==> config.mk <==
export PLATFORM = sky130hd
export DESIGN_NAME = prx_packet_rx
export DESIGN_NICKNAME = d
export VERILOG_FILES = /design/src/inc/prx_pkg.sv /design/src/rtl/prx_packet_rx.sv /design/src/rtl/prx_whiten.sv /design/src/rtl/prx_crc16.sv
export SDC_FILE = /design/constraint.sdc
export NUM_CORES = 1
export LEC_CHECK = 0
export BUFFER_PORTS_ARGS = -buffer_cell sky130_fd_sc_hd__clkbuf_2
export CORE_UTILIZATION = 56
export DETAILED_ROUTE_END_ITERATION = 8
export HOLD_SLACK_MARGIN = 0.03
export PLACE_DENSITY = 0.76
export SLEW_MARGIN = 20
export SYNTH_ARGS = -nofsm -noshare
export SYNTH_HDL_FRONTEND = slang
export SYNTH_SLANG_ARGS = --single-unit
export TNS_END_PERCENT = 30
==> constraint.sdc <==
create_clock -name ref_clk_in -period 4.15 [get_ports ref_clk_in]
set_input_delay 0.2075 -clock ref_clk_in [delete_from_list [all_inputs] [get_ports ref_clk_in]]
set_output_delay 0.2075 -clock ref_clk_in [all_outputs]
set_load 0.05 [all_outputs]
==> src/inc/prx_pkg.sv <==
package prx_pkg;

  // ****************************************
  // Operating modes
  // ****************************************
  typedef enum logic [1:0] {
    MODE_SLEEP = 2'b00,
    MODE_STANDBY = 2'b01,
    MODE_RX = 2'b10,
    MODE_TX = 2'b11
  } prx_mode_t;

  // ****************************************
  // Receive and transmit states
  // ****************************************
  typedef enum logic [1:0] {
    RX_HUNT = 2'b00,
    RX_BODY = 2'b01,
    RX_CHECK = 2'b11,
    RX_HOLD = 2'b10
  } prx_rx_state_t;

  typedef enum logic [1:0] {
    TX_IDLE = 2'b00,
    TX_SEND = 2'b01,
    TX_LOAD = 2'b11,
    TX_FIN = 2'b10
  } prx_tx_state_t;

  localparam logic [1:0] SRC_PAY = 2'b00;
  localparam logic [1:0] SRC_CRC_HI = 2'b01;
  localparam logic [1:0] SRC_CRC_LO = 2'b10;

  // ****************************************
  // Filtering and FIFO constants
  // ****************************************
  localparam logic [1:0] ADDR_OFF = 2'b00;
  localparam logic [1:0] ADDR_NODE = 2'b01;
  localparam logic [1:0] ADDR_NODE_ZERO = 2'b10;
  localparam logic [1:0] ADDR_NODE_ALL = 2'b11;
  localparam logic [7:0] ADDR_BCAST_ZERO = 8'h00;
  localparam logic [7:0] ADDR_BCAST_ONES = 8'hFF;
  localparam int FIFO_DEPTH = 64;
  localparam int FIFO_AW = 6;
  localparam logic [6:0] FIFO_STEP = 7'h10;

  // ****************************************
  // Coding constants
  // ****************************************
  // Preset and final inversion both all ones, so zeros at either end
  // of the payload still change the checksum.
  localparam logic [15:0] CRC_POLY = 16'h1021;
  localparam logic [15:0] CRC_PRESET = 16'hFFFF;
  localparam logic [15:0] CRC_FINAL_XOR = 16'hFFFF;
  localparam logic [8:0] WHITE_TAPS = 9'h021;
  localparam logic [8:0] WHITE_SEED = 9'h1FF;

endpackage

==> src/rtl/prx_packet_rx.sv <==
`timescale 1ns/1ps
// How it works
// - Preamble and sync dropped; payload into FIFO.
// - End of packet raises ready, CRC pass.
// - CRC fail with autoclear: clear, restart.
// - Autoclear disabled: keep FIFO, ready only.
// - Hold after packet until RX mode is left; new one also needs empty FIFO.
// - FIFO readable in standby when enabled.
// - Only configured sync word starts a packet.
// - Sync detect starts payload, pulses sync flag.
// - Variable length accepted below limit only.
// - Length byte kept as first FIFO byte.
// - Mode 01: node address must match.
// - Mode 10: node or zero address.
// - Mode 11: node, zero or all-ones address.
// - Address filter receive only; byte kept.
// - Transmit appends two-byte checksum.
// - Receive recomputes checksum, records result.
// - Checksum bytes never reach the FIFO.
// - CCITT polynomial, preset and inverted.
// - Manchester: one is 10, zero is 01.
// - Manchester only over payload and checksum.
// - Nine-bit LFSR whitens payload and checksum.
module prx_packet_rx (
  input wire logic ref_clk_in,
  input wire logic reset_n_in,
  input wire logic ce_in,
  input prx_pkg::prx_mode_t mode_in,
  input wire logic chip_clk_in,
  input wire logic chip_data_in,
  input wire logic [31:0] sync_word_in,
  input wire logic [1:0] sync_size_in,
  input wire logic [1:0] fifo_size_in,
  input wire logic variable_length_in,
  input wire logic [6:0] payload_length_limit_in,
  input wire logic [1:0] address_filter_select_in,
  input wire logic [7:0] node_address_reg_in,
  input wire logic crc_check_enable_in,
  input wire logic crc_fail_autoclear_disable_in,
  input wire logic standby_fifo_access_in,
  input wire logic manchester_enable_in,
  input wire logic whitening_enable_in,
  input wire logic fifo_read_in,
  output logic [7:0] fifo_data_out,
  output logic fifo_empty_out,
  output logic payload_ready_flag_out,
  output logic crc_pass_flag_out,
  output logic sync_flag_out,
  output logic crc_status_bit_out,
  input wire logic [7:0] tx_byte_in,
  input wire logic tx_valid_in,
  input wire logic tx_last_in,
  output logic tx_ready_out,
  output logic tx_chip_out,
  output logic tx_done_out
);
  import prx_pkg::*;

  // ****************************************
  // Decoding helpers
  // ****************************************
  function automatic logic [31:0] sync_mask(input logic [1:0] sel);
    logic [31:0] m;
    m = 32'h0000_00FF;
    unique case (sel)
      2'b00: m = 32'h0000_00FF;
      2'b01: m = 32'h0000_FFFF;
      2'b10: m = 32'h00FF_FFFF;
      2'b11: m = 32'hFFFF_FFFF;
    endcase
    return m;
  endfunction

  function automatic logic addr_match(input logic [1:0] sel,
                                      input logic [7:0] a,
                                      input logic [7:0] node);
    logic ok;
    ok = 1'b1;
    unique case (sel)
      ADDR_OFF: ok = 1'b1;
      ADDR_NODE: ok = (a == node);
      ADDR_NODE_ZERO: ok = (a == node) || (a == ADDR_BCAST_ZERO);
      ADDR_NODE_ALL: ok = (a == node) || (a == ADDR_BCAST_ZERO) ||
                          (a == ADDR_BCAST_ONES);
    endcase
    return ok;
  endfunction

  // ****************************************
  // Chip input synchronisers
  // ****************************************
  logic [1:0] clk_sync_q;
  logic [1:0] dat_sync_q;
  logic clk_prev_q;
  logic chip_edge;
  logic chip;

  always_ff @(posedge ref_clk_in or negedge reset_n_in) begin
    if (!reset_n_in) begin
      clk_sync_q <= 2'b00;
      dat_sync_q <= 2'b00;
      clk_prev_q <= 1'b0;
    end else if (ce_in) begin
      clk_sync_q <= {clk_sync_q[0], chip_clk_in};
      dat_sync_q <= {dat_sync_q[0], chip_data_in};
      clk_prev_q <= clk_sync_q[1];
    end
  end

  assign chip_edge = clk_sync_q[1] & ~clk_prev_q;
  assign chip = dat_sync_q[1];

  // ****************************************
  // Receive decode
  // ****************************************
  prx_rx_state_t rx_state_q;
  logic [31:0] sync_sh_q;
  logic half_q;
  logic first_chip_q;
  logic [6:0] byte_sh_q;
  logic [2:0] bit_cnt_q;
  logic [6:0] byte_idx_q;
  logic [7:0] total_q;
  logic crc_idx_q;
  logic [7:0] crc_hi_q;
  logic [6:0] count_q;
  logic rx_mode, in_frame, bit_valid, raw_bit, rx_bit, byte_done;
  logic rx_wbit, sync_hit, len_field, addr_field, last_byte;
  logic discard, push, crc_final, crc_good, finish, fifo_clear;
  logic [31:0] sync_next;
  logic [7:0] rx_byte;
  logic [15:0] rx_crc;

  assign rx_mode = (mode_in == MODE_RX);
  assign in_frame = (rx_state_q == RX_BODY) || (rx_state_q == RX_CHECK);
  assign sync_next = {sync_sh_q[30:0], chip};

  assign sync_hit = chip_edge && rx_mode && (rx_state_q == RX_HUNT) &&
                    (count_q == 7'd0) &&
                    (((sync_next ^ sync_word_in) &
                      sync_mask(sync_size_in)) == 32'h0000_0000);

  always_comb begin
    bit_valid = 1'b0;
    raw_bit = chip;
    if (chip_edge && in_frame) begin
      if (!manchester_enable_in) begin
        bit_valid = 1'b1;
      end else if (half_q) begin
        bit_valid = 1'b1;
        raw_bit = first_chip_q;
      end
    end
  end

  assign rx_bit = raw_bit ^ (whitening_enable_in & rx_wbit);
  assign byte_done = bit_valid && (bit_cnt_q == 3'd7);
  assign rx_byte = {byte_sh_q, rx_bit};
  assign len_field = variable_length_in && (byte_idx_q == 7'd0);
  assign addr_field = (address_filter_select_in != ADDR_OFF) &&
                      (byte_idx_q == {6'd0, variable_length_in});
  assign last_byte = !len_field && ({1'b0, byte_idx_q} + 8'd1 == total_q);

  assign discard = byte_done && (rx_state_q == RX_BODY) &&
    ((len_field && ((rx_byte >= {1'b0, payload_length_limit_in}) ||
                    (rx_byte == 8'h00))) ||
     (addr_field &&
      !addr_match(address_filter_select_in, rx_byte, node_address_reg_in)));

  assign push = byte_done && (rx_state_q == RX_BODY) && !discard;
  assign crc_final = byte_done && (rx_state_q == RX_CHECK) && crc_idx_q;
  assign crc_good = ({crc_hi_q, rx_byte} == (rx_crc ^ CRC_FINAL_XOR));
  assign finish = (push && last_byte && !crc_check_enable_in) ||
                  (crc_final && (crc_good || crc_fail_autoclear_disable_in));
  assign fifo_clear = discard ||
    (crc_final && !crc_good && !crc_fail_autoclear_disable_in);

  prx_whiten u_rx_white (
    .ref_clk_in(ref_clk_in),
    .reset_n_in(reset_n_in),
    .ce_in(ce_in),
    .restart_in(sync_hit),
    .step_in(bit_valid),
    .bit_out(rx_wbit)
  );

  prx_crc16 u_rx_crc (
    .ref_clk_in(ref_clk_in),
    .reset_n_in(reset_n_in),
    .ce_in(ce_in),
    .restart_in(sync_hit),
    .step_in(bit_valid && (rx_state_q == RX_BODY) &&
             !(variable_length_in && (byte_idx_q == 7'd0))),
    .data_in(rx_bit),
    .crc_out(rx_crc)
  );

  always_ff @(posedge ref_clk_in or negedge reset_n_in) begin
    if (!reset_n_in) begin
      rx_state_q <= RX_HUNT;
    end else if (ce_in) begin
      if (!rx_mode) begin
        rx_state_q <= RX_HUNT;
      end else begin
        unique case (rx_state_q)
          RX_HUNT: if (sync_hit) begin
            rx_state_q <= RX_BODY;
          end
          RX_BODY: if (discard) begin
            rx_state_q <= RX_HUNT;
          end else if (push && last_byte) begin
            rx_state_q <= crc_check_enable_in ? RX_CHECK : RX_HOLD;
          end
          RX_CHECK: if (crc_final) begin
            rx_state_q <= finish ? RX_HOLD : RX_HUNT;
          end
          RX_HOLD: rx_state_q <= RX_HOLD;
        endcase
      end
    end
  end

  always_ff @(posedge ref_clk_in or negedge reset_n_in) begin
    if (!reset_n_in) begin
      sync_sh_q <= 32'h0000_0000;
    end else if (ce_in) begin
      if (chip_edge && rx_state_q == RX_HUNT) begin
        sync_sh_q <= sync_next;
      end
    end
  end

  always_ff @(posedge ref_clk_in or negedge reset_n_in) begin
    if (!reset_n_in) begin
      half_q <= 1'b0;
      first_chip_q <= 1'b0;
      byte_sh_q <= 7'd0;
      bit_cnt_q <= 3'd0;
    end else if (ce_in) begin
      if (sync_hit) begin
        half_q <= 1'b0;
        bit_cnt_q <= 3'd0;
      end else begin
        if (chip_edge && in_frame && manchester_enable_in) begin
          half_q <= ~half_q;
          first_chip_q <= chip;
        end
        if (bit_valid) begin
          byte_sh_q <= rx_byte[6:0];
          bit_cnt_q <= 3'(bit_cnt_q + 3'd1);
        end
      end
    end
  end

  always_ff @(posedge ref_clk_in or negedge reset_n_in) begin
    if (!reset_n_in) begin
      byte_idx_q <= 7'd0;
      total_q <= 8'd0;
      crc_idx_q <= 1'b0;
      crc_hi_q <= 8'd0;
    end else if (ce_in) begin
      if (sync_hit) begin
        byte_idx_q <= 7'd0;
        total_q <= {1'b0, payload_length_limit_in};
        crc_idx_q <= 1'b0;
      end else if (push) begin
        byte_idx_q <= 7'(byte_idx_q + 7'd1);
        if (len_field) begin
          total_q <= 8'(rx_byte + 8'd1);
        end
      end else if (byte_done && rx_state_q == RX_CHECK) begin
        crc_idx_q <= 1'b1;
        crc_hi_q <= rx_byte;
      end
    end
  end

  // ****************************************
  // Flags
  // ****************************************
  logic payload_ready_q, crc_pass_q, sync_flag_q, crc_status_q;

  always_ff @(posedge ref_clk_in or negedge reset_n_in) begin
    if (!reset_n_in) begin
      payload_ready_q <= 1'b0;
      crc_pass_q <= 1'b0;
      sync_flag_q <= 1'b0;
      crc_status_q <= 1'b0;
    end else if (ce_in) begin
      sync_flag_q <= sync_hit;
      if (sync_hit) begin
        payload_ready_q <= 1'b0;
        crc_pass_q <= 1'b0;
      end
      if (finish) begin
        payload_ready_q <= 1'b1;
      end
      if (crc_final) begin
        crc_pass_q <= crc_good;
        crc_status_q <= crc_good;
      end
    end
  end

  // ****************************************
  // FIFO
  // ****************************************
  logic [7:0] mem [FIFO_DEPTH];
  logic [FIFO_AW-1:0] wr_ptr_q, rd_ptr_q;
  logic [6:0] count_d, fifo_cap;
  logic [7:0] fifo_data_q;
  logic fifo_empty_q, push_ok, read_ok;

  // A smaller size only caps the count; the array stays full depth.
  assign fifo_cap = 7'({fifo_size_in, 4'b0000}) + FIFO_STEP;
  assign push_ok = push && (count_q < fifo_cap) && !fifo_clear;
  assign read_ok = fifo_read_in && (count_q != 7'd0) && !fifo_clear &&
                   (rx_mode || (mode_in == MODE_STANDBY &&
                                standby_fifo_access_in));

  always_comb begin
    count_d = count_q;
    if (fifo_clear) begin
      count_d = 7'd0;
    end else if (push_ok && !read_ok) begin
      count_d = 7'(count_q + 7'd1);
    end else if (read_ok && !push_ok) begin
      count_d = 7'(count_q - 7'd1);
    end
  end

  always_ff @(posedge ref_clk_in) begin
    if (ce_in && push_ok) begin
      mem[wr_ptr_q] <= rx_byte;
    end
  end

  always_ff @(posedge ref_clk_in or negedge reset_n_in) begin
    if (!reset_n_in) begin
      wr_ptr_q <= '0;
      rd_ptr_q <= '0;
      count_q <= 7'd0;
      fifo_empty_q <= 1'b1;
      fifo_data_q <= 8'h00;
    end else if (ce_in) begin
      count_q <= count_d;
      fifo_empty_q <= (count_d == 7'd0);
      if (fifo_clear) begin
        wr_ptr_q <= '0;
        rd_ptr_q <= '0;
      end else begin
        if (push_ok) begin
          wr_ptr_q <= FIFO_AW'(wr_ptr_q + 1'b1);
        end
        if (read_ok) begin
          rd_ptr_q <= FIFO_AW'(rd_ptr_q + 1'b1);
          fifo_data_q <= mem[rd_ptr_q];
        end
      end
    end
  end

  // ****************************************
  // Transmit coding
  // ****************************************
  prx_tx_state_t tx_state_q;
  logic [7:0] tx_sh_q, tx_next_q;
  logic [2:0] tx_bits_q;
  logic [1:0] tx_src_q;
  logic tx_half_q, tx_last_q, tx_next_last_q, tx_full_q, tx_full_d;
  logic tx_ready_q, tx_chip_q, tx_done_q, tx_mode, tx_take, tx_start;
  logic tx_adv, tx_byte_end, tx_load, tx_wbit, tx_wb, tx_chip;
  logic [15:0] tx_crc, tx_crc_val;

  assign tx_mode = (mode_in == MODE_TX);
  assign tx_take = tx_valid_in && tx_ready_q;
  assign tx_start = (tx_state_q == TX_IDLE) && tx_mode && tx_full_q;
  assign tx_adv = chip_edge && (tx_state_q == TX_SEND) &&
                  (!manchester_enable_in || tx_half_q);
  assign tx_byte_end = tx_adv && (tx_bits_q == 3'd7);
  assign tx_load = tx_start || (tx_byte_end && tx_src_q == SRC_PAY &&
                                !tx_last_q && tx_full_q);
  assign tx_wb = tx_sh_q[7] ^ (whitening_enable_in & tx_wbit);
  assign tx_chip = (manchester_enable_in && tx_half_q) ? ~tx_wb : tx_wb;
  assign tx_crc_val = tx_crc ^ CRC_FINAL_XOR;
  assign tx_full_d = tx_take ? 1'b1 : (tx_load ? 1'b0 : tx_full_q);

  prx_whiten u_tx_white (
    .ref_clk_in(ref_clk_in),
    .reset_n_in(reset_n_in),
    .ce_in(ce_in),
    .restart_in(tx_start),
    .step_in(tx_adv),
    .bit_out(tx_wbit)
  );

  prx_crc16 u_tx_crc (
    .ref_clk_in(ref_clk_in),
    .reset_n_in(reset_n_in),
    .ce_in(ce_in),
    .restart_in(tx_start),
    .step_in(tx_adv && tx_src_q == SRC_PAY),
    .data_in(tx_sh_q[7]),
    .crc_out(tx_crc)
  );

  always_ff @(posedge ref_clk_in or negedge reset_n_in) begin
    if (!reset_n_in) begin
      tx_next_q <= 8'h00;
      tx_next_last_q <= 1'b0;
      tx_full_q <= 1'b0;
      tx_ready_q <= 1'b0;
    end else if (ce_in) begin
      tx_full_q <= tx_mode && tx_full_d;
      tx_ready_q <= tx_mode && !tx_full_d;
      if (tx_take) begin
        tx_next_q <= tx_byte_in;
        tx_next_last_q <= tx_last_in;
      end
    end
  end

  always_ff @(posedge ref_clk_in or negedge reset_n_in) begin
    if (!reset_n_in) begin
      tx_state_q <= TX_IDLE;
      tx_src_q <= SRC_PAY;
      tx_done_q <= 1'b0;
    end else if (ce_in) begin
      tx_done_q <= (tx_state_q == TX_FIN);
      if (!tx_mode) begin
        tx_state_q <= TX_IDLE;
      end else begin
        unique case (tx_state_q)
          TX_IDLE: if (tx_start) begin
            tx_state_q <= TX_SEND;
            tx_src_q <= SRC_PAY;
          end
          TX_SEND: if (tx_byte_end && !tx_load) begin
            if (tx_src_q == SRC_PAY && tx_last_q && crc_check_enable_in) begin
              tx_state_q <= TX_LOAD;
            end else if (tx_src_q == SRC_CRC_HI) begin
              tx_src_q <= SRC_CRC_LO;
            end else begin
              tx_state_q <= TX_FIN;
            end
          end
          TX_LOAD: begin
            tx_state_q <= TX_SEND;
            tx_src_q <= SRC_CRC_HI;
          end
          TX_FIN: tx_state_q <= TX_IDLE;
        endcase
      end
    end
  end

  // Chips 10 for one, 01 for zero.
  always_ff @(posedge ref_clk_in or negedge reset_n_in) begin
    if (!reset_n_in) begin
      tx_sh_q <= 8'h00;
      tx_bits_q <= 3'd0;
      tx_half_q <= 1'b0;
      tx_last_q <= 1'b0;
      tx_chip_q <= 1'b0;
    end else if (ce_in) begin
      if (tx_load) begin
        tx_sh_q <= tx_next_q;
        tx_last_q <= tx_next_last_q;
      end else if (tx_state_q == TX_LOAD) begin
        tx_sh_q <= tx_crc_val[15:8];
      end else if (tx_byte_end && tx_src_q == SRC_CRC_HI) begin
        tx_sh_q <= tx_crc_val[7:0];
      end else if (tx_adv) begin
        tx_sh_q <= {tx_sh_q[6:0], 1'b0};
      end
      if (tx_start) begin
        tx_bits_q <= 3'd0;
        tx_half_q <= 1'b0;
      end else begin
        if (tx_adv) begin
          tx_bits_q <= 3'(tx_bits_q + 3'd1);
        end
        if (chip_edge && tx_state_q == TX_SEND && manchester_enable_in) begin
          tx_half_q <= ~tx_half_q;
        end
      end
      if (chip_edge && tx_state_q == TX_SEND) begin
        tx_chip_q <= tx_chip;
      end else if (tx_state_q == TX_IDLE) begin
        tx_chip_q <= 1'b0;
      end
    end
  end

  assign fifo_data_out = fifo_data_q;
  assign fifo_empty_out = fifo_empty_q;
  assign payload_ready_flag_out = payload_ready_q;
  assign crc_pass_flag_out = crc_pass_q;
  assign sync_flag_out = sync_flag_q;
  assign crc_status_bit_out = crc_status_q;
  assign tx_ready_out = tx_ready_q;
  assign tx_chip_out = tx_chip_q;
  assign tx_done_out = tx_done_q;
endmodule

==> src/rtl/prx_whiten.sv <==
`timescale 1ns/1ps
module prx_whiten (
  input wire logic ref_clk_in,
  input wire logic reset_n_in,
  input wire logic ce_in,
  input wire logic restart_in,
  input wire logic step_in,
  output logic bit_out
);
  import prx_pkg::*;

  logic [8:0] lfsr_q;
  logic feedback;

  assign feedback = ^(lfsr_q & WHITE_TAPS);
  assign bit_out = lfsr_q[0];

  always_ff @(posedge ref_clk_in or negedge reset_n_in) begin
    if (!reset_n_in) begin
      lfsr_q <= WHITE_SEED;
    end else if (ce_in) begin
      if (restart_in) begin
        lfsr_q <= WHITE_SEED;
      end else if (step_in) begin
        lfsr_q <= {feedback, lfsr_q[8:1]};
      end
    end
  end
endmodule

==> src/rtl/prx_crc16.sv <==
`timescale 1ns/1ps
module prx_crc16 (
  input wire logic ref_clk_in,
  input wire logic reset_n_in,
  input wire logic ce_in,
  input wire logic restart_in,
  input wire logic step_in,
  input wire logic data_in,
  output logic [15:0] crc_out
);
  import prx_pkg::*;

  logic [15:0] crc_q;
  logic feedback;

  assign feedback = crc_q[15] ^ data_in;
  assign crc_out = crc_q;

  always_ff @(posedge ref_clk_in or negedge reset_n_in) begin
    if (!reset_n_in) begin
      crc_q <= CRC_PRESET;
    end else if (ce_in) begin
      if (restart_in) begin
        crc_q <= CRC_PRESET;
      end else if (step_in) begin
        crc_q <= {crc_q[14:0], 1'b0} ^ (feedback ? CRC_POLY : 16'h0000);
      end
    end
  end
endmodule

==> results by stage, run 1 <==
Drt:
- The average vias per placed instance is 6.13.
- The count of nets left with antenna violations once routing finished came out at 0.
- The average detailed-routed wire length per instance is 24.7 um.
- The remaining design rule violation count is 0.
- The first detailed-routing pass took 5 iterations.
- The number of DRC markers after the initial detailed-route iteration is 1667.
- The post-detailed-routing wire length is 67.7 mm.
- For this block, the via count after detailed routing is 16800.

Power and ir drop:
- In this run the static leakage power is 12.1 nW.
- The worst-case IR drop observed on VDD is 0.397 mV.
- The power density over the cells is 536 nW/um^2.

Timing:
- Final hold analysis gives a worst-case slack of 87.8 ps.
- The measured slew at the worst slew-check pin is 931 ps.
- The routed design could run at a clock period as short as 3900 ps.
- Static timing analysis puts the maximum clock frequency at 0.257 GHz.
- The final-report max-slew violation count is 0.
- Setup repair after global routing left no endpoint under its margin.
- Of the available clock period, the critical path in the final layout requires 93.9%.
- The number of hold-slack violations in the final timing report is 0.
- The number of failing setup endpoints in the final timing report is 0.
- The worst slew margin relative to its limit is 37.8%.
- After routing, the total negative slack on setup checks comes to 0 ps.
- The clock skew is 33.2 ps.

Cells and area:
- The area occupied by multi-input gates is 9090 um^2.
- The core occupancy in the finished layout is 64.5%.
- The net count of the finished layout is 2092.
- Compared with the post-synthesis result, the final layout area differs by 13.9%.
- The count of filler cells inserted in the layout is 3592.
- The storage element area is 20100 um^2.
- The fraction of final layout cells with drive strength greater than 1 is 30.2%.
- The filler-free cell count of the finished design is 2739.
- The number of antenna diodes in the final layout is 0.

Setup path:
- The critical-path maximum fanout is 17.
- The worst setup path is launched from a flop.
- The sort of element at the end of the critical path is a flop.
- The setup path with the least slack is of type reg2reg.
- The arrival time at the worst endpoint is 4200 ps.
- The data required time at the worst endpoint is 4450 ps.

CTS:
- CTS placed an instance of sky130_fd_sc_hd__clkbuf_16 at the clock tree root.
- The longest clock path from root to sink contains 3 buffers.
- The clock input transition at the sequential cells of the worst setup and hold paths is 60 ps.
- The insertion delay of the later-clocked pin in the worst-skew pair is 620 ps.
- The H-tree depth is 3.
- The clock net in this run drives a total of 698 sinks.
- The clock tree from TritonCTS is done.
- TritonCTS created 73 clock buffers.

Floorplanning:
- The placeable core area is 52600 um^2.
- 93 I/O pins were placed.
- In this run the core area contains 84 standard-cell rows.
- The die covers 54100 um^2.
- The floorplan step set the die height to 233 um.
- The initial core utilization is 56.7%.
- The overall die width is 233 um.

Global route:
- Across every metal layer, demand over resource in global routing totals 26.0%.
- The first global-routing pass estimated 104 mm of wire.
- Entering global routing, the biggest net connects 108 pins.
- For this run the aggregate overflow at the end of global routing stands at 0.
- The initial antenna violation count was 2.
- The number of global-route vias before repair is 17100.

Synth:
- The mean instance size in the synthesized netlist is 16.4 um^2.
- Counting flops and latches in the post-synthesis netlist gives 698.
- Yosys mapped the design onto 81 distinct sky130hd cell types.
- Synthesis produced 1815 cells.
- The number of nets in the synthesized netlist is 1913.
- By count the netlist is led by 512 x sky130_fd_sc_hd__edfxtp_1, 168 x sky130_fd_sc_hd__mux4_2, 135 x sky130_fd_sc_hd__dfrtp_1.
- During synthesis, Yosys emitted a total of 0 warnings.
- The cell accounting for the most synthesized area is sky130_fd_sc_hd__edfxtp_1.
- For this run, the leading register cell type out of synthesis is sky130_fd_sc_hd__edfxtp_1.
- For this run, the register share of the synthesized area comes to 67.5%.
- After synthesis, the largest area contributor takes up 51.6% of total cell area.
- The count of flip-flops with a built-in enable after synthesis is 512.
- Yosys attributes the largest share of cell area to sky130_fd_sc_hd__edfxtp_1 52%, sky130_fd_sc_hd__mux4_2 13%, sky130_fd_sc_hd__dfrtp_1 11%.
- The most frequent cell after synthesis is sky130_fd_sc_hd__edfxtp_1.
- The synthesized area is 29800 um^2.
- In the synthesized netlist the async set-or-reset flop fraction comes to 26.6%.

Place:
- The cell total after placement is 2584.
- The congestion estimate from routability-driven global placement came to 0.858.
- The post-DP HPWL is 41.8 mm.
- The count of input and output buffers is 92.

Hold path:
- The class of the most critical hold timing path is in2reg.

Run:
- Max-cap violations in this run came to 0.

Run status:
- The flow ran to the end, and the final reports show no timing, DRC or antenna violations.
-- final timing paths --
path	slack, ps	start	depth (start not counted)	end
worst max-delay path	250	u_rx_white.lfsr_q[0]	15	mem[46][2]
worst min-delay path	90	crc_check_enable_in	4	rx_state_q[0]
worst max register to register	250	u_rx_white.lfsr_q[0]	15	mem[46][2]
worst min register to register	480	tx_sh_q[6]	2	tx_sh_q[6]
max in group asynchronous	2840	reset_n_in	3	u_rx_crc.crc_out[14]
min in group asynchronous	270	reset_n_in	2	sync_sh_q[15]
-- what timing repair did --
item | 4_1_cts | 5_1_grt
buffers inserted | 0 | 2
hold endpoints to repair | 108 | 0
endpoints found under the setup margin | 0 | 257
resized for setup | 0 | 2
hold buffers | 21 | 0
-- per-layer routing --
layer | part of all wire [%] | global-route usage [%]
met1 | 39 | 35.2
met2 | 51 | 43.1
met5 | 0.025 | 0
met3 | 7.5 | 4.57
met4 | 2.9 | 8.03
-- worst max-delay path, stage by stage, from the launching register on --
cell	delay (ps)
sky130_fd_sc_hd__dfstp_2	570
sky130_fd_sc_hd__a21boi_0	90
sky130_fd_sc_hd__o211ai_1	280
sky130_fd_sc_hd__and2_1	230
sky130_fd_sc_hd__ha_1	240
sky130_fd_sc_hd__nand2b_1	150
sky130_fd_sc_hd__a31oi_1	190
sky130_fd_sc_hd__o21ai_0	150
sky130_fd_sc_hd__a31oi_1	210
sky130_fd_sc_hd__and4_1	310
sky130_fd_sc_hd__buf_4	280
sky130_fd_sc_hd__and2_1	230
sky130_fd_sc_hd__nand4b_1	110
sky130_fd_sc_hd__buf_4	190
sky130_fd_sc_hd__nor2_1	130
sky130_fd_sc_hd__buf_4	220
-- state kept, by name, indices dropped and copies added (netlist names), 9 cells and up --
register and cells:
mem 512, sync_sh_q 31, u_rx_crc.crc_out 16, u_rx_white.lfsr_q 9
u_tx_crc.crc_out 16, u_tx_white.lfsr_q 9
-- cell families after synthesis --
group,share of synthesized area (%)
flops,67.5
simple gates,6.81
mux,16.2
compound gates,4.05
buf+inv,2.06
xor+xnor,2.53
fa+ha+maj,0.882
-- report_power, final --
group / total (W) / internal, W / leakage (nW) / switching [W]
clock: 0.00612 / 0.00348 / 1.07 / 0.00264
sequential: 0.00858 / 0.00807 / 6.92 / 0.000507
combinational: 0.00347 / 0.00162 / 4.11 / 0.00185
total: 0.0182 / 0.0132 / 12.1 / 0.00500
-- layout by cell type (no fill, tap or decap), types with 5 or more instances in the layout --
cell,Yosys,final
sky130_fd_sc_hd__and3_1,10,10
sky130_fd_sc_hd__nand3_1,48,48
sky130_fd_sc_hd__nand2b_1,11,11
sky130_fd_sc_hd__dfrtp_1,135,125
sky130_fd_sc_hd__dlygate4sd3_1,0,21
sky130_fd_sc_hd__dfstp_2,51,51
sky130_fd_sc_hd__mux4_2,168,168
sky130_fd_sc_hd__o31ai_1,8,8
sky130_fd_sc_hd__or3_1,11,11
sky130_fd_sc_hd__o21ai_1,5,5
sky130_fd_sc_hd__and2_1,9,9
sky130_fd_sc_hd__edfxtp_1,512,512
sky130_fd_sc_hd__inv_1,26,25
sky130_fd_sc_hd__buf_4,4,99
sky130_fd_sc_hd__nor3_1,16,14
sky130_fd_sc_hd__o211ai_1,6,6
sky130_fd_sc_hd__clkinv_1,0,7
sky130_fd_sc_hd__nor2_1,133,133
sky130_fd_sc_hd__a22o_1,5,5
sky130_fd_sc_hd__ha_1,21,21
sky130_fd_sc_hd__nand2_1,121,121
sky130_fd_sc_hd__o21ai_0,62,62
sky130_fd_sc_hd__inv_6,0,6
sky130_fd_sc_hd__dfrtp_2,0,8
sky130_fd_sc_hd__nand3b_1,8,8
sky130_fd_sc_hd__xnor2_1,36,36
sky130_fd_sc_hd__buf_12,0,5
sky130_fd_sc_hd__clkbuf_16,0,73
sky130_fd_sc_hd__nand4_1,10,10
sky130_fd_sc_hd__mux2i_1,22,22
sky130_fd_sc_hd__clkbuf_2,1,91
sky130_fd_sc_hd__nor4_1,11,11
sky130_fd_sc_hd__a21oi_1,38,38
sky130_fd_sc_hd__clkbuf_8,0,9
sky130_fd_sc_hd__clkbuf_1,67,26
sky130_fd_sc_hd__nor2b_1,6,6
sky130_fd_sc_hd__xor2_1,50,50
sky130_fd_sc_hd__mux2_2,65,65
sky130_fd_sc_hd__a211oi_1,18,18
-- layout make-up --
| type | count | area share [%] |
|---|---|---|
| Clock buffer | 107 | 6.00 |
| Clock inverter | 25 | 0.590 |
| Inverter | 26 | 0.288 |
| Multi-Input combinational cell | 978 | 26.8 |
| Sequential cell | 698 | 59.3 |
| Tap cell | 688 | 2.54 |
| Timing Repair Buffer | 217 | 4.49 |
-- stage by stage --
step                      setup slack (ps)  total power [W]  instance area, um^2
after floorplan                        224           0.0111                29800
after global placement                 331           0.0120                31500
after detailed placement               188           0.0122                31500
after CTS                             35.9           0.0183                33900
after global routing                  36.9           0.0188                33900
final                                  253           0.0182                33900
Power figures use the tool's default switching activity.
==> run 2: changes to the inputs <==
REMOVE_ABC_BUFFERS = 1   (was unset)
==> run 2 against run 1 <==
Against the previous run: non-clock buffer count shrank 3; global-route usage grew 0.28 points; clock skew shrank 13 ps; sequential power is essentially flat; setup slack lost 25 ps; combinational power is essentially flat; largest cell class unchanged; highest routed layer is now met4; critical endpoint is now mem[1][4].
==> results by stage, run 2 (same netlist as run 1, synthesis figures left out) <==
Floorplanning:
- The die outline area is 54100 um^2 (unchanged).
- The overall die width is 233 um (unchanged).
- The initial core utilization is 56.7% (unchanged).
- The I/O pin count was 93 (unchanged).
- The die height came to 233 um (unchanged).
- The row count is 84 (unchanged).
- The placeable core area is 52600 um^2 (unchanged).

Power and ir drop:
- The static leakage power was 12.2 nW (+0.45%).
- The peak ir drop on the vdd network is 0.437 mV (+10%).
- The power density over the cells came to 542 nW/um^2 (+1.1%).

Timing:
- The clock skew is 20.6 ps (-12.6 ps).
- The measured slew at the worst slew-check pin was 974 ps (+43.4 ps).
- The hold slack was 67.6 ps (-20.2 ps).
- The number of hold-slack violations in the final timing report is 0 (unchanged).
- The number of failing setup endpoints in the final timing report is 0 (unchanged).
- The post-route clock period utilization was 94.5% (+0.61 points).
- The shortest period the worst path allows is 3920 ps (+25.3 ps).
- Setup repair after global routing left no endpoint under its margin.
- The final-report max-slew violation count is 0 (unchanged).
- The timing-limited maximum frequency came to 0.255 GHz (-0.65%).
- The worst slew margin relative to its limit is 35.1% (-2.7 points).

Drt:
- The average detailed-routed wire length per instance is 25.1 um (+1.4%).
- The via total after detailed routing is 16900 (+0.73%).
- The residual antenna-violating net count after detailed routing is 0 (unchanged).
- The post-detailed-routing wire length is 68.5 mm (+1.1%).
- The remaining design rule violation count is 0 (unchanged).
- The number of DRC markers after the initial detailed-route iteration came to 1589 (-4.7%).
- The detailed-router iteration count before antenna repair came to 7 (+2).
- The average vias per placed instance is 6.19 (+1.1%).

Place:
- The post-DP HPWL came to 41.9 mm (+0.13%).
- The count of input and output buffers is 92 (unchanged).
- The final weighted congestion in routability-driven placement was 0.908 (+5.9%).

Global route:
- The initial antenna violation count is 0 (-2).
- The largest net degree at the start of global routing came to 100 (-7.4%).
- The global-route wire length before repair is 105 mm (+0.91%).
- The number of global-route vias before repair is 17400 (+1.8%).
- The global-route congestion overflow total is 0 (unchanged).
- The overall routing resource usage came to 26.3% (+0.28 points).

CTS:
- The library cell used as clock root buffer is sky130_fd_sc_hd__clkbuf_16.
- TritonCTS built the clock tree.
- The maximum clock path buffer count is 3 (unchanged).
- The clock input transition at the sequential cells of the worst setup and hold paths is 60 ps (about the same).
- The CTS sink count is 698 (unchanged).
- The insertion delay of the later-clocked pin in the worst-skew pair is 610 ps (about the same).
- The H-tree depth is 3 (unchanged).
- The total clock buffers created by CTS was 70 (-4.1%).
- The post-CTS setup repair buffer count is 0 (unchanged).

Setup path:
- The worst setup path is captured at a flop.
- The capture instance of the worst register-to-register path is mem[1][4].
- The data required time at the worst endpoint is 4460 ps (about the same).
- The count of buffering cells on the critical path with inverters included is 2 (-1).
- The arrival time at the worst endpoint came to 4240 ps (+40 ps).
- The startpoint identified for the worst register-to-register timing path is u_rx_white.lfsr_q[0].
- STA classifies the critical path startpoint as a flop.
- The critical path in this run is classified as reg2reg.
- The worst reg-to-reg setup slack is 230 ps (-30 ps).
- The cell family contributing the most delay on the critical path is simple AND/OR/NAND/NOR gates.
- Counting stages on the worst path, the most repeated cell is sky130_fd_sc_hd__buf_4.
- The depth of the most critical reg-to-reg path was 14 (-1).
- The critical-path maximum fanout is 12 (-5).
- The critical-path cell with the highest stage delay is sky130_fd_sc_hd__dfstp_2.
- Walking the worst path, the cells encountered are a21boi_0 > o211ai_1 > and2_1 > buf_4 > ha_1 > nand3b_1 > o311a_1 > o211ai_2 > and4_1 > nand2_2 > nor3_2 > nand2b_1 > nor2_1 > buf_4.
- The stage delay of the slowest cell on the critical path was 580 ps (about the same).

Cells and area:
- The fraction of final layout cells with drive strength greater than 1 is 30.7% (+0.48 points).
- The core occupancy in the finished layout is 64.7% (+0.13 points).
- The area added between synthesis and finish is 14.1%.
- The largest register by flop count is mem.
- The number of flip-flops under the largest register name was 512 (unchanged).
- The most common cell after layout, fill and taps aside is sky130_fd_sc_hd__edfxtp_1.
- In the final layout, the registers with the most flip-flops are mem x512, sync_sh_q x31.
- The antenna diode count is 0 (unchanged).
- The top cell types in the final layout, fill and taps aside, are 512 x sky130_fd_sc_hd__edfxtp_1, 168 x sky130_fd_sc_hd__mux4_2, 133 x sky130_fd_sc_hd__nor2_1.
- The count of filler cells inserted in the layout is 3543 (-1.4%).
- The final net count is 2086 (-0.29%).

Run status:
- The flow ran to the end, and the final reports show no timing, DRC or antenna violations.

Hold path:
- For hold timing, the worst endpoint is tx_half_q.
- The class of the most critical hold timing path is in2reg.
- The startpoint of the most critical hold path is manchester_enable_in.
- The number of cells on the worst hold path is 4 (unchanged).

Run:
- The number of max-cap violations is 0 (unchanged).
-- run 2: cell types whose count changed in the layout (fill, tap and decap cells not counted), sizes merged --
cell         previous run  this run
clkbuf                199       193
bufinv                  1         5
buf                   104       102
clkinvlp                4         2
clkinv                 14        13
dlygate4sd3            21        20
inv                    32        31
-- run 2: per-stage QoR --
| stage | setup TNS (ps) | power, W | cells | setup slack (ps) | area [um^2] |
|---|---|---|---|---|---|
| 2_1_floorplan | -114580 | 0.0112 | 1702 | -2810 | 29300 |
| 3_3_place_gp | 0 | 0.0120 | 2584 | 309 | 31500 |
| 3_5_place_dp | 0 | 0.0121 | 2584 | 204 | 31500 |
| 4_1_cts | 0 | 0.0185 | 2729 | 110 | 34000 |
| 5_1_grt | 0 | 0.0191 | 2730 | 54.5 | 34000 |
| 6_report | 0 | 0.0184 | 2730 | 228 | 34000 |
-- run 2: how the worst max path moves through the flow --
stage	slack [ps]	endpoint	startpoint	cells past startpoint
after floorplan	-2810	fifo_data_out[0]	rd_ptr_q[0]	4
after global placement	310	mem[47][3]	u_rx_white.lfsr_q[0]	14
after detailed placement	200	mem[41][4]	u_rx_white.lfsr_q[0]	14
after CTS	110	mem[15][7]	u_rx_white.lfsr_q[0]	13
after global routing	50	mem[42][4]	u_rx_white.lfsr_q[0]	14
final	230	mem[1][4]	u_rx_white.lfsr_q[0]	14
-- run 2: where the power goes --
group          internal [W]  switching [W]
sequential          0.00807       0.000495
clock               0.00373        0.00265
combinational       0.00162        0.00185
-- run 2: per-layer routing --
| metal | global-route usage [%] | part of all wire [%] |
|---|---|---|
| met1 | 35.2 | 39 |
| met2 | 43.1 | 49 |
| met3 | 5.66 | 8.4 |
| met4 | 8.50 | 3.1 |
| met5 | 0 | 0 |
-- run 2: cell type report --
cell class                 count  area, um^2  area share [%]
sequential                   698       20100            59.2
multi-input combinational    978        9100            26.8
clock buffer                 101        2030            5.97
timing repair buffer         214        1500            4.42
tap                          688         861            2.53
clock inverter                25         287           0.843
inverter                      26        97.6           0.287
-- run 2: repair_timing --
| action | 4_1_cts | 5_1_grt |
|---|---|---|
| gates resized for setup | 0 | 4 |
| hold buffers | 19 | 1 |
| hold endpoints to repair | 82 | 1 |
| endpoints found under the setup margin | 0 | 231 |
-- run 2: worst reg2reg max path, delay by kind of cell, from the launching register on --
kind / cells / cell delay [ps]
AOI/OAI and AO/OA: 4 / 840
adders and majority gates: 1 / 150
buffers and inverters: 2 / 380
DFF: 1 / 580
and+or+nand+nor: 7 / 1700
==> run 3: changes to the inputs <==
CORE_MARGIN = 4   (was unset)
GPL_ROUTABILITY_DRIVEN = 0   (was unset)
MAX_ROUTING_LAYER = met4   (was unset)
==> run 3 against run 2 <==
Against the previous run: count of clock-buffer cells in the layout grew 5; fmax increased by 1.3%; critical path depth stayed put; highest routed layer unchanged.
==> results by stage, run 3 (same netlist as run 1, synthesis figures left out) <==
Cells and area:
- Compared with the post-synthesis result, the final layout area differs by 14.0%.
- The number of flip-flops under the largest register name was 512 (unchanged).
- The most common cell after layout, fill and taps aside is sky130_fd_sc_hd__edfxtp_1.
- The final net count was 2084 (-0.096%).
- The largest registers in the layout are mem x512, sync_sh_q x31.
- More flip-flops sit in one register than any other, and that register is mem.
- The fraction of final layout cells with drive strength greater than 1 is 30.4% (-0.21 points).
- The antenna diode count is 0 (unchanged).
- The library cells used most frequently in the layout, excluding fill and tap cells, are 512 x sky130_fd_sc_hd__edfxtp_1, 168 x sky130_fd_sc_hd__mux4_2, 133 x sky130_fd_sc_hd__nor2_1.
- The filler-free cell count of the finished design is 2731 (+0.037%).

Setup path:
- The depth of the most critical reg-to-reg path was 14 (unchanged).
- The critical-path maximum fanout is 12 (unchanged).
- The arrival time at the worst endpoint is 4200 ps (-40 ps).
- The critical-path cell with the highest stage delay is sky130_fd_sc_hd__dfstp_2.
- The worst setup path is launched from a flop.
- The critical path goes through a21boi_0 > o211ai_1 > and2_1 > ha_1 > nand2b_1 > a31oi_1 > o21ai_0 > a31oi_1 > and4_1 > nand2_2 > nor2_1 > nand3b_1 > nor2_1 > buf_4.
- The worst reg-to-reg setup slack is 280 ps (+50 ps).
- STA classifies the critical path endpoint as a flop.
- The capture instance of the worst register-to-register path is mem[37][1].
- The startpoint identified for the worst register-to-register timing path is u_rx_white.lfsr_q[0].
- The data required time at the worst endpoint is 4480 ps (+20 ps).
- The critical path is of the reg2reg type.
- The stage delay of the slowest cell on the critical path is 570 ps (about the same).

Timing:
- The final-report max-slew violation count was 0 (unchanged).
- The number of hold-slack violations in the final timing report is 0 (unchanged).
- The post-route clock period utilization is 93.3% (-1.2 points).
- The clock skew is 24.8 ps (+4.17 ps).
- The hold slack is 63.7 ps (-3.87 ps).
- The worst setup slack after layout is 277 ps (+49.6 ps).
- The timing-limited maximum frequency was 0.258 GHz (+1.3%).
- The number of failing setup endpoints in the final timing report is 0 (unchanged).
- Setup repair after global routing could not meet its margin everywhere.
- The summed negative setup slack over all endpoints was 0 ps (unchanged).
- The worst slew margin relative to its limit is 33.3% (-1.8 points).
- The shortest period the worst path allows came to 3870 ps (-49.6 ps).
- The measured slew at the worst slew-check pin is 1000 ps (+26.4 ps).

Drt:
- The post-detailed-routing wire length is 65.6 mm (-4.1%).
- The average detailed-routed wire length per instance is 24.0 um (-4.2%).
- The total met3 wirelength after detailed routing is 5.78 mm (+0.79%).
- The detailed-router iteration count before antenna repair is 5 (-2).
- The highest metal layer with signal wires is met4.
- The residual antenna-violating net count after detailed routing is 0 (unchanged).
- The met2 wirelength from detailed routing came to 31.4 mm (-6.9%).
- The met1 layer wirelength in the final routing is 26.2 mm (-2.3%).
- The remaining design rule violation count is 0 (unchanged).
- The via total after detailed routing is 16700 (-1.5%).
- The average vias per placed instance was 6.10 (-1.5%).
- The number of DRC markers after the initial detailed-route iteration is 1633 (+2.8%).

Global route:
- The overall routing resource usage came to 24.2% (-2.0 points).
- The global-route wire length before repair came to 102 mm (-2.7%).
- The largest net degree at the start of global routing is 125 (+25%).
- The number of global-route vias before repair is 17000 (-2.6%).
- The initial antenna violation count is 0 (unchanged).
- The global-route congestion overflow total is 0 (unchanged).

CTS:
- The total clock buffers created by CTS is 71 (+1.4%).
- The clock input transition at the sequential cells of the worst setup and hold paths came to 60 ps (about the same).
- The insertion delay of the later-clocked pin in the worst-skew pair is 610 ps (about the same).
- The cell sitting at the root of the clock tree is a sky130_fd_sc_hd__clkbuf_16.
- The post-CTS setup repair buffer count is 0 (unchanged).
- The H-tree depth is 3 (unchanged).
- The maximum clock path buffer count is 3 (unchanged).
- TritonCTS built the clock tree.
- The CTS sink count came to 698 (unchanged).

Power and ir drop:
- The static leakage power is 12.1 nW (-0.40%).
- The post-route total power was 0.0182 W (-1.1%).
- The power density over the cells is 536 nW/um^2 (-1.0%).
- The peak ir drop on the vdd network is 0.416 mV (-4.8%).

Hold path:
- The number of cells on the worst hold path is 4 (unchanged).
- For hold timing, the worst endpoint is half_q.
- The startpoint of the most critical hold path is manchester_enable_in.
- The class of the most critical hold timing path is in2reg.

Place:
- The count of input and output buffers came to 92 (unchanged).
- The cell total after placement is 2581 (-0.12%).
- The post-DP HPWL was 40.9 mm (-2.4%).
- The placement-stage worst setup slack is 92.9 ps (-111 ps).

Floorplanning:
- The initial core utilization is 56.6% (-0.11 points).
- The die height is 239 um (+2.6%).
- The placeable core area was 52700 um^2 (+0.20%).
- The row count is 84 (unchanged).
- The die outline area is 56900 um^2 (+5.2%).
- The I/O pin count is 93 (unchanged).
- The overall die width came to 239 um (+2.6%).

Run status:
- The flow ran to the end, and the final reports show no timing, DRC or antenna violations.

Run:
- The number of max-cap violations came to 0 (unchanged).
[run 3: critical path: cells and delay by family (launching register included)]
family | cells | cell delay [ps]
AOI/OAI and AO/OA | 5 | 880
adders and majority gates | 1 | 230
buffers and inverters | 1 | 220
DFF | 1 | 570
and+or+nand+nor | 7 | 1700
[run 3: through the flow]
step	util (%)	cell area, um^2
floorplan	-	29300
global route	64.5	34000
detailed placement	59.7	31500
finish	64.5	34000
global placement	59.7	31500
CTS	64.5	33900
[run 3: worst max path at each step]
stage / cells past startpoint / end / slack, ps / start
after detailed placement: 14 / mem[20][5] / 90 / u_rx_white.lfsr_q[0]
after global placement: 14 / mem[23][3] / 260 / u_rx_white.lfsr_q[0]
after global routing: 14 / mem[38][1] / -50 / u_rx_white.lfsr_q[0]
after CTS: 14 / mem[20][2] / 60 / u_rx_white.lfsr_q[0]
final: 14 / mem[37][1] / 280 / u_rx_white.lfsr_q[0]
after floorplan: 4 / fifo_data_out[0] / -2810 / rd_ptr_q[0]
[run 3: area by class of cell]
type	instances	area, um^2
clock buffers	106	2070
clock inverters	24	211
fillers	3551	18700
inverters	26	97.6
multi-input cells	978	9100
flip-flops and latches	698	20100
well taps	688	861
repair buffers	211	1500
[run 3: metal layers]
layer / vias to the layer above / GRT usage (%)
li1: 7335 / -
met1: 8413 / 33.3
met2: 770 / 36.6
met3: 135 / 5.61
met4: 0 / 8.09
met5: - / -
[run 3: timing repair]
item                       4_1_cts  5_1_grt
hold buffers                    20        0
resized for setup                0        4
setup endpoints to repair        0      210
hold endpoints to repair       116        0
[run 3: report_power, final]
part | total [W] | internal [W] | switching (W)
clock | 0.00622 | 0.00360 | 0.00261
combinational | 0.00338 | 0.00163 | 0.00175
sequential | 0.00861 | 0.00807 | 0.000539
total | 0.0182 | 0.0133 | 0.00490
